[src/flsc_pkg.sv]
package flsc_pkg;

  // ==============================
  // Register map of the plain register port.
  // ==============================
  localparam logic [3:0] FLSC_ADDR_CTRL = 4'h0;
  localparam logic [3:0] FLSC_ADDR_STATUS = 4'h4;
  localparam logic [3:0] FLSC_ADDR_FAULTS = 4'h8;

  // Control register field positions.
  localparam int FLSC_CTRL_DEEP_SLEEP_SELECT = 0;
  localparam int FLSC_CTRL_POWER_DOWN_SELECT = 1;
  localparam int FLSC_CTRL_SLEEP_AFTER_HANDLER = 2;
  localparam int FLSC_CTRL_EVENT_ON_PENDING_IRQ = 3;
  localparam int FLSC_CTRL_GLOBAL_IRQ_MASK_BIT = 4;

  // Control register value after reset.
  localparam logic [4:0] FLSC_CTRL_RESET = 5'h00;

  // Number of fault sources gathered by the classifier.
  localparam int FLSC_NUM_FAULTS = 10;

  // Fault source bit positions.
  localparam int FLSC_F_SVC_PRIO = 0;
  localparam int FLSC_F_BREAKPOINT_INSTR = 1;
  localparam int FLSC_F_LDST_BUS = 2;
  localparam int FLSC_F_NEVER_EXEC = 3;
  localparam int FLSC_F_FETCH_BUS = 4;
  localparam int FLSC_F_VECTOR_BUS = 5;
  localparam int FLSC_F_UNDEF = 6;
  localparam int FLSC_F_ISTATE = 7;
  localparam int FLSC_F_UNALIGNED = 8;
  localparam int FLSC_F_PROTECTION = 9;

  // Run states of the core.
  typedef enum logic [2:0] {
    FLSC_RUN,
    FLSC_SLEEP_IRQ,
    FLSC_SLEEP_EVENT,
    FLSC_LOCKUP_NMI,
    FLSC_LOCKUP_HARD
  } flsc_state_t;

endpackage : flsc_pkg

[src/flsc_fault_if.sv]
`timescale 1ns/100ps
// ==============================
// Fault sources, qualified sources and the any-fault request between classifier and top.
// ==============================
interface flsc_fault_if;
  import flsc_pkg::*;
  logic [FLSC_NUM_FAULTS-1:0] src;
  logic anyFault;
  logic [FLSC_NUM_FAULTS-1:0] seen;
  modport classifier(input src, output anyFault, output seen);
  modport top(output src, input anyFault, input seen);
endinterface : flsc_fault_if

[src/flsc_fault_classifier.sv]
`timescale 1ns/100ps
// ==============================
// Fault classifier: merges every fault source into one fault request.
// ==============================
module flsc_fault_classifier
  import flsc_pkg::*;
(
  flsc_fault_if.classifier fault // Fault source bundle.
);

  // Per-source qualification, one term a source.
  genvar i;
  generate
    for (i = 0; i < FLSC_NUM_FAULTS; i++) begin : gSrc
      assign fault.seen[i] = fault.src[i];
    end
  endgenerate

  // Any qualified source becomes one fault request.
  assign fault.anyFault = |fault.seen;

endmodule : flsc_fault_classifier

[src/flsc_fault_lockup_sleep_control.sv]
// The plain strobed port and the register offsets were decided locally.
`timescale 1ns/100ps
// Summary of operation
// - Any fault takes hard fault or locks up.
// - Supervisor call at blocking priority is fault.
// - Breakpoint without debugger is a fault.
// - Load, store, vector bus errors are faults.
// - Fetch from never-executable or erroring location faults.
// - Undefined instruction or cleared state bit faults.
// - Unaligned access or protection violation faults.
// - Hard fault preempts all but reset, NMI.
// - Fault in NMI/hard handler or unstack error locks.
// - No fetch or execute while locked.
// - Lockup left by reset, halt, NMI-from-hard.
// - NMI never releases lockup born in NMI.
// - Deep-sleep select picks sleep or deep sleep.
// - Power-down select picks stop or standby.
// - Wait-for-interrupt sleeps unconditionally.
// - Wait-for-event consumes set event or sleeps.
// - External or sent event sets event bit.
// - Sleep-after-handler sleeps on return to thread.
// - Interrupt sleep wakes on sufficient exception, NMI or debug halt only.
// - Masked interrupt wakes but handler waits.
// - Event sleep wakes on exception or event.
// - Event-on-pending makes new pending irq wake.
// - Sufficient means above current priority level.
module flsc_fault_lockup_sleep_control
  import flsc_pkg::*;
(
  input wire logic clk, // Core clock.
  input wire logic rst_b, // Reset, active low.
  input wire logic [3:0] regAddr, // Register address.
  input wire logic [31:0] regWdata, // Register write data.
  input wire logic regWr, // Register write strobe.
  input wire logic regRd, // Register read strobe.
  input wire logic [1:0] currentPrio, // Current priority.
  input wire logic [1:0] svcPrio, // Supervisor-call priority.
  input wire logic svcExec, // Supervisor call executed.
  input wire logic bkptExec, // Breakpoint executed.
  input wire logic debugAttached, // Debugger attached.
  input wire logic ldstBusErr, // Load or store bus error.
  input wire logic vectorBusErr, // Vector fetch bus error.
  input wire logic neverExecFetch, // Never-executable fetch.
  input wire logic fetchBusErr, // Fetch bus error.
  input wire logic undefExec, // Undefined instruction.
  input wire logic instrStateClear, // Instruction-state bit clear.
  input wire logic unalignedAccess, // Unaligned load or store.
  input wire logic protectionFault, // Protection violation.
  input wire logic inNmiHandler, // In NMI handler.
  input wire logic inHardFaultHandler, // In hard-fault handler.
  input wire logic unstackPsrBusErr, // Unstack bus error, main stack.
  input wire logic debugHalt, // Debugger halt request.
  input wire logic nmiReq, // NMI request.
  input wire logic excPending, // Pending exception, enabled.
  input wire logic [1:0] excPrio, // Its priority.
  input wire logic irqNewPending, // New pending interrupt.
  input wire logic eventIn, // External event input pin.
  input wire logic sentEvent, // Send-event from another processor.
  input wire logic waitIrqInstr, // Wait-for-interrupt executed.
  input wire logic waitEventInstr, // Wait-for-event executed.
  input wire logic excReturnThread, // Return to thread.
  output logic [31:0] regRdata, // Register read data.
  output logic hardFaultReq, // Take the hard-fault exception.
  output logic lockup, // Core is locked up.
  output logic fetchEnable, // Core may fetch and execute.
  output logic sleeping, // Core is sleeping.
  output logic deepSleep, // Core is in deep sleep.
  output logic standbyReq, // Deep sleep requests standby, else stop.
  output logic excTakeAllowed // Handler may start.
);

  // ==============================
  // Reset synchroniser and pin synchroniser.
  // ==============================
  logic rstMeta;
  logic rstSync;
  logic evMeta;
  logic evSync;

  // Releases the reset through two flip-flops.
  always_ff @(posedge clk or negedge rst_b) begin
    if (!rst_b) begin
      rstMeta <= 1'b0;
      rstSync <= 1'b0;
    end else begin
      rstMeta <= 1'b1;
      rstSync <= rstMeta;
    end
  end

  // Brings the external event pin into the clock domain.
  always_ff @(posedge clk or negedge rstSync) begin
    if (!rstSync) begin
      evMeta <= 1'b0;
      evSync <= 1'b0;
    end else begin
      evMeta <= eventIn;
      evSync <= evMeta;
    end
  end

  // ==============================
  // Registers.
  // ==============================
  logic [4:0] ctrl;
  logic [FLSC_NUM_FAULTS-1:0] faultSticky;
  flsc_state_t state;
  flsc_state_t next_state;
  logic eventBit;
  logic lastFaultLock;

  // Control register: written by software.
  always_ff @(posedge clk or negedge rstSync) begin
    if (!rstSync) begin
      ctrl <= FLSC_CTRL_RESET;
    end else if (regWr && regAddr == FLSC_ADDR_CTRL) begin
      ctrl <= regWdata[4:0];
    end
  end

  // ==============================
  // Fault gathering.
  // ==============================
  flsc_fault_if faultBus ();

  flsc_fault_classifier uClassifier (
    .fault(faultBus.classifier)
  );

  // supervisor-call priority fault; lower value is higher priority.
  assign faultBus.src[FLSC_F_SVC_PRIO] = svcExec && (currentPrio <= svcPrio);
  assign faultBus.src[FLSC_F_BREAKPOINT_INSTR] = bkptExec && !debugAttached;
  assign faultBus.src[FLSC_F_LDST_BUS] = ldstBusErr;
  assign faultBus.src[FLSC_F_VECTOR_BUS] = vectorBusErr;
  assign faultBus.src[FLSC_F_NEVER_EXEC] = neverExecFetch;
  assign faultBus.src[FLSC_F_FETCH_BUS] = fetchBusErr;
  // undefined instruction and cleared state bit.
  assign faultBus.src[FLSC_F_UNDEF] = undefExec;
  assign faultBus.src[FLSC_F_ISTATE] = instrStateClear;
  assign faultBus.src[FLSC_F_UNALIGNED] = unalignedAccess;
  assign faultBus.src[FLSC_F_PROTECTION] = protectionFault;

  // Fault seen only while the core runs instructions.
  logic running;
  logic inPriorityHandler;
  logic faultNow;
  logic lockEnter;
  assign running = (state == FLSC_RUN);
  assign inPriorityHandler = inNmiHandler || inHardFaultHandler;
  assign faultNow = running && faultBus.anyFault;
  // lockup on fault in NMI or hard handler, or unstack error.
  assign lockEnter = (faultNow && inPriorityHandler) || (running && unstackPsrBusErr);

  // Sticky record of fault sources; a new fault wins over the clear.
  always_ff @(posedge clk or negedge rstSync) begin
    if (!rstSync) begin
      faultSticky <= '0;
    end else begin
      faultSticky <= ((regWr && regAddr == FLSC_ADDR_FAULTS) ?
                      (faultSticky & ~regWdata[FLSC_NUM_FAULTS-1:0]) : faultSticky)
                     | (running ? faultBus.seen : '0);
    end
  end

  // fault raises hard fault unless it locks up.
  // hard fault preempts all but reset and NMI.
  always_ff @(posedge clk or negedge rstSync) begin
    if (!rstSync) begin
      hardFaultReq <= 1'b0;
    end else begin
      hardFaultReq <= faultNow && !inPriorityHandler && !unstackPsrBusErr;
    end
  end

  // ==============================
  // Wakeup judgement.
  // ==============================
  logic sufficient;
  logic eventArrive;
  logic wakeIrq;
  logic wakeEvent;

  // sufficient priority beats the current level.
  assign sufficient = excPending && (excPrio < currentPrio);
  // new pending interrupt acts as event when enabled.
  assign eventArrive = evSync || sentEvent ||
                       (ctrl[FLSC_CTRL_EVENT_ON_PENDING_IRQ] && irqNewPending);
  // interrupt sleep wakes on sufficient exception.
  // masked interrupt still wakes the core.
  assign wakeIrq = sufficient || nmiReq;
  // event sleep wakes on exception or event.
  assign wakeEvent = wakeIrq || eventArrive;

  // ==============================
  // Run-state machine.
  // ==============================
  always_comb begin
    next_state = state;
    case (state)
      FLSC_RUN: begin
        if (lockEnter) begin
          next_state = inNmiHandler ? FLSC_LOCKUP_NMI : FLSC_LOCKUP_HARD;
        end else if (faultNow) begin
          next_state = FLSC_RUN;
        end else if (waitIrqInstr) begin
          next_state = FLSC_SLEEP_IRQ;
        end else if (waitEventInstr && !eventBit && !eventArrive) begin
          // sleep only with event bit clear.
          next_state = FLSC_SLEEP_EVENT;
        end else if (excReturnThread && ctrl[FLSC_CTRL_SLEEP_AFTER_HANDLER]) begin
          next_state = FLSC_SLEEP_IRQ;
        end
      end
      FLSC_SLEEP_IRQ: begin
        if (wakeIrq || debugHalt) begin
          next_state = FLSC_RUN;
        end
      end
      FLSC_SLEEP_EVENT: begin
        if (wakeEvent || debugHalt) begin
          next_state = FLSC_RUN;
        end
      end
      FLSC_LOCKUP_NMI: begin
        // NMI does not release this lockup.
        if (debugHalt) begin
          next_state = FLSC_RUN;
        end
      end
      FLSC_LOCKUP_HARD: begin
        // halt or NMI releases hard-fault lockup.
        if (debugHalt || nmiReq) begin
          next_state = FLSC_RUN;
        end
      end
      default: begin
        next_state = FLSC_RUN;
      end
    endcase
  end

  // State register.
  always_ff @(posedge clk or negedge rstSync) begin
    if (!rstSync) begin
      state <= FLSC_RUN;
    end else begin
      state <= next_state;
    end
  end

  // Remembers where the last lockup arose.
  always_ff @(posedge clk or negedge rstSync) begin
    if (!rstSync) begin
      lastFaultLock <= 1'b0;
    end else if (lockEnter) begin
      lastFaultLock <= inNmiHandler;
    end
  end

  // arrival sets it; arrival wins over consumption.
  always_ff @(posedge clk or negedge rstSync) begin
    if (!rstSync) begin
      eventBit <= 1'b0;
    end else if (eventArrive && state != FLSC_SLEEP_EVENT) begin
      eventBit <= 1'b1;
    end else if (running && waitEventInstr && !faultNow && !lockEnter && !waitIrqInstr) begin
      eventBit <= 1'b0;
    end
  end

  // ==============================
  // Outputs.
  // ==============================
  logic nextSleeping;
  assign nextSleeping = (next_state == FLSC_SLEEP_IRQ) || (next_state == FLSC_SLEEP_EVENT);

  // lockup status follows the lockup states.
  // fetch stops while locked or sleeping.
  always_ff @(posedge clk or negedge rstSync) begin
    if (!rstSync) begin
      lockup <= 1'b0;
      fetchEnable <= 1'b0;
    end else begin
      lockup <= (next_state == FLSC_LOCKUP_NMI) || (next_state == FLSC_LOCKUP_HARD);
      fetchEnable <= (next_state == FLSC_RUN);
    end
  end

  // power-down select captured at deep-sleep entry.
  always_ff @(posedge clk or negedge rstSync) begin
    if (!rstSync) begin
      sleeping <= 1'b0;
      deepSleep <= 1'b0;
      standbyReq <= 1'b0;
    end else if (!nextSleeping) begin
      sleeping <= 1'b0;
      deepSleep <= 1'b0;
      standbyReq <= 1'b0;
    end else if (running) begin
      sleeping <= 1'b1;
      deepSleep <= ctrl[FLSC_CTRL_DEEP_SLEEP_SELECT];
      standbyReq <= ctrl[FLSC_CTRL_DEEP_SLEEP_SELECT] && ctrl[FLSC_CTRL_POWER_DOWN_SELECT];
    end
  end

  // handler waits while the global mask bit is set.
  always_ff @(posedge clk or negedge rstSync) begin
    if (!rstSync) begin
      excTakeAllowed <= 1'b0;
    end else begin
      excTakeAllowed <= (next_state == FLSC_RUN) && sufficient &&
                        !ctrl[FLSC_CTRL_GLOBAL_IRQ_MASK_BIT];
    end
  end

  // Read data, valid the cycle after the read strobe; unmapped reads zero.
  always_ff @(posedge clk or negedge rstSync) begin
    if (!rstSync) begin
      regRdata <= 32'h0000_0000;
    end else if (regRd) begin
      case (regAddr)
        FLSC_ADDR_CTRL: regRdata <= {27'h0, ctrl};
        FLSC_ADDR_STATUS: regRdata <= {25'h0, lastFaultLock, eventBit, state != FLSC_RUN,
                                       lockup, sleeping, deepSleep, standbyReq};
        FLSC_ADDR_FAULTS: regRdata <= {22'h0, faultSticky};
        default: regRdata <= 32'h0000_0000;
      endcase
    end else begin
      regRdata <= 32'h0000_0000;
    end
  end

endmodule : flsc_fault_lockup_sleep_control

[config.mk]
export PLATFORM = sky130hd
export DESIGN_NAME = flsc_fault_lockup_sleep_control
export DESIGN_NICKNAME = d
export VERILOG_FILES = /design/src/flsc_pkg.sv /design/src/flsc_fault_if.sv /design/src/flsc_fault_classifier.sv /design/src/flsc_fault_lockup_sleep_control.sv
export SDC_FILE = /design/constraint.sdc
export NUM_CORES = 1
export LEC_CHECK = 0
export BUFFER_PORTS_ARGS = -buffer_cell sky130_fd_sc_hd__buf_2
export CAP_MARGIN = 20
export CORE_ASPECT_RATIO = 1.25
export CORE_MARGIN = 2
export CORE_UTILIZATION = 40
export CTS_CLUSTER_DIAMETER = 120
export CTS_CLUSTER_SIZE = 28
export DETAILED_ROUTE_END_ITERATION = 6
export PLACE_DENSITY = 0.8
export SLEW_MARGIN = 20
export SYNTH_ARGS = -nofsm -noshare
export SYNTH_HDL_FRONTEND = slang
export SYNTH_SLANG_ARGS = --single-unit
export TNS_END_PERCENT = 50
[constraint.sdc]
create_clock -name clk -period 2.5 [get_ports clk]
set_input_delay 0.5 -clock clk [delete_from_list [all_inputs] [get_ports clk]]
set_output_delay 0.5 -clock clk [all_outputs]
set_load 0.01 [all_outputs]
==> results.md <==
- Register bit count reported by yosys: 41
- Fraction of power spent switching nets: between 30% and 40%
- Uppermost metal layer occupied by signal nets: met4
- Post-CTS setup repair buffer count: 0
- Cell count after synthesis: 200
- Die outline area: approximately 0.0057 mm^2
- Endpoint required time on the critical path: 2.73 ns
- Worst Setup Start Kind: input port
- Vias per cell: approximately 5
- Commonest cells after routing, fill and taps aside: buf_2, dfrtp_1, conb_1, nor2_1, nand2_1
- Final ANT Viol Nets: 0
- Clk Latency, worst-skew pair: 0.29 ns
- Area taken by multi-input logic gates: between 800 and 900 um^2
- Run status: finished clean
- Count of H-tree levels built during CTS: 2
- CTS tree: done
- Cts bufs inserted: 5
- Critical path start-end classification: input port to flop
- DIE HEIGHT: around 84 um
- Final count of pins violating max slew: 0
- Initial standard-cell utilization of the core: between 40% and 50%
- Maximum fanout along the worst path: 6
- Setup slack of the worst register-to-register path: roughly 0.76 ns
- Mapped cell area: about 0.0020 mm^2
- Vias after detailed routing: about 1600
- YS warnings: 0
- Horizontal extent of the die: 67.9 um
- N_diodes: 0
- Clock slew at reported path FFs: 0.07 ns
- Synth-to-layout area growth: 20.4%
- Number of gates resized after cts: 0
- Endpoint class of the critical path: flop
- Max_slew headroom: between 50 and 60%
- WL final: around 4600 um
- Arrival @ worst endpoint: approximately 2.5 ns
- # port buffers: between 60 and 70
- LEAKAGE: 1.24 nW
- DR DRC count: 0
- Number of antenna violations at the first check in global routing: 0
- R2r startpoint: state[1]
- DR WL met3: 298 um
- Final worst hold slack: 0.303 ns
- Largest net degree at the start of global routing: 40
- Count of filler cells inserted in the layout: 478
- RSZ-0062 raised after global routing: false
- Root Driver: clkbuf_8
- Final-layout setup total negative slack: 0 ns
- Final worst path period share: ~90%
- Slew at the pin closest to its max-slew limit: between 0.6 and 0.7 ns
- Core Rows: 29
- MaxCap Viol Count: 0
- Power dissipated by switching net loads: between 0.0005 and 0.0006 W
- Final setup violation count: 0
- Min-delay worst type: flop to asynchronous set/reset pin
- FF-to-FF path depth: 4
- Met1 WL: roughly 1700 um
- Part of the Yosys area used for sequential elements: between 50% and 60%
- Number of top-level pins: between 100 and 150
- Worst reg2reg endpoint: fetchEnable
- Clock period minus final worst setup slack: roughly 2.2 ns
- Area taken by flip-flops and latches: 0.00103 mm^2
- Final routed wire length divided by cell count: roughly 14 um
- Global placement routability congestion: 0.821
- TritonRoute pass-1 iters: 4
- Share of layout cells above drive strength 1: 32.3%
- Clock tree buffer depth: 2
- Met2 routed wirelength: 2460 um
- CORE AREA: ~0.005 mm^2
- Power share of the clock group: 23.9%
- Hold buffer count at cts: 1
- Total routing resource utilization after global routing: between 10% and 20%
- Fraction of power consumed by sequential logic: approximately 48%
- Max Clock Freq: about 450 MHz
- Clock Sink Count: 41
- Worst clock skew: between 0.006 and 0.007 ns
- Yosys cell types: 39
- Number of DRC violations after detailed-routing iteration 0: 90
- IR Drop Worst-Case VDD: about 0.30 mV
- Mean post-synth cell area: between 10 and 15 um^2
- Most common cell after layout, fill and taps aside: buf_2
- Power per Cell Area: 732 mW/mm^2
- Internal Pwr Total: between 0.001 and 0.0015 W
- First-pass GRT wire length: around 7300 um
- Endpoints failing hold: 0
- Sum of overflow across all layers after global routing: 0
- Logic pwr share: between 20% and 30%
- Half-perimeter wire length after placement: 3720 um
- Number of global-route vias before repair: between 1500 and 2000
- Number of nets in the final layout: 341
==> Yosys cell counts, drive strengths merged <==
cell type / count / area (um^2)
a211oi: 1 / 7.51
a21o: 1 / 7.51
a21oi: 13 / 65.1
a22o: 10 / 88.8
a22oi: 2 / 15.0
a31o: 1 / 8.76
a31oi: 2 / 12.5
and2: 3 / 18.8
and3: 1 / 6.26
buf: 22 / 165
clkbuf: 5 / 18.8
conb: 2 / 7.51
dfrtp: 41 / 1030
dlygate4sd3: 1 / 10.0
ha: 3 / 37.5
inv: 4 / 15.0
mux2: 5 / 56.3
mux2i: 5 / 50.1
nand2: 16 / 60.1
nand2b: 4 / 25.0
nand3: 4 / 20.0
nand3b: 3 / 22.5
nor2: 20 / 75.1
nor2b: 7 / 43.8
nor3: 4 / 20.0
nor4: 1 / 6.26
nor4b: 2 / 23.8
o21ai: 5 / 25.0
o311ai: 1 / 8.76
o32ai: 1 / 8.76
or2: 1 / 8.76
or3: 4 / 25.0
or3b: 1 / 8.76
or4: 2 / 18.8
or4b: 2 / 23.8
==> sequential cells by signal, summed over array words and instances, names as in the netlist <==
| name | flops |
|---|---|
| excTakeAllowed | 1 |
| deepSleep | 1 |
| evMeta | 1 |
| ctrl | 5 |
| rstMeta | 1 |
| faultSticky | 10 |
| regRdata | 10 |
| fetchEnable | 1 |
| eventBit | 1 |
| evSync | 1 |
| state | 3 |
| lockup | 1 |
| lastFaultLock | 1 |
| standbyReq | 1 |
| hardFaultReq | 1 |
| sleeping | 1 |
| rstSync | 1 |
==> critical path, stage by stage <==
cell,delay [ns]
buf_2,0.11
or4_4,0.54
or4b_4,0.50
or2_4,0.27
or4_1,0.47
nand3_1,0.09
==> stage by stage <==
stage / utilization, % / cell area (um^2) / cells / total power, W / setup WS [ns]
after floorplan: - / 2120 / 221 / 0.00122 / 0.137
after global placement: 47.2 / 2360 / 323 / 0.00135 / -0.0291
after detailed placement: 47.2 / 2360 / 323 / 0.00137 / -0.0416
after CTS: 49.1 / 2460 / 331 / 0.00180 / 0.265
after global routing: 49.1 / 2460 / 331 / 0.00191 / 0.247
final: 49.1 / 2460 / 331 / 0.00180 / 0.256
==> power groups by stage <==
stage	Clock (W)	Sequential [W]	Combinational, W
global route	0.000467	0.000873	0.000568
global placement	0	0.000861	0.000485
CTS	0.000437	0.000855	0.000507
floorplan	0	0.000863	0.000356
finish	0.000430	0.000857	0.000511
detailed placement	0	0.000869	0.000502
==> worst max path at each step <==
stage | from | to | slack (ns) | cells past startpoint
final | vectorBusErr | state[1] | 0.26 | 6
after CTS | vectorBusErr | state[1] | 0.27 | 6
after global placement | vectorBusErr | state[1] | -0.03 | 6
after detailed placement | vectorBusErr | state[1] | -0.04 | 6
after floorplan | vectorBusErr | state[1] | 0.14 | 5
after global routing | vectorBusErr | excTakeAllowed | 0.25 | 6
==> final cells by class <==
class,instances,area share [%]
sequential,41,41.8
clock buffer,7,3.51
tap,62,3.16
multi-input combinational,148,36.2
timing repair buffer,69,14.8
inverter,4,0.611
==> per-layer routing <==
layer | vias up | global-route usage [%]
met2 | 62 | 29.5
met3 | 10 | 4.32
met1 | 786 | 20.0
met5 | - | 0
met4 | 0 | 7.64
li1 | 786 | -
==> cell families after synthesis <==
| family | after synthesis | share of synthesized area, % |
|---|---|---|
| AND/OR/NAND/NOR | 75 | 19.9 |
| buffers and inverters | 32 | 10.2 |
| other | 2 | 0.368 |
| AO/OA/AOI/OAI | 37 | 12.1 |
| multiplexers | 10 | 5.21 |
| flip-flops | 41 | 50.3 |
| adder cells (fa/ha/maj) | 3 | 1.84 |
(Power assumes the default switching activity.)
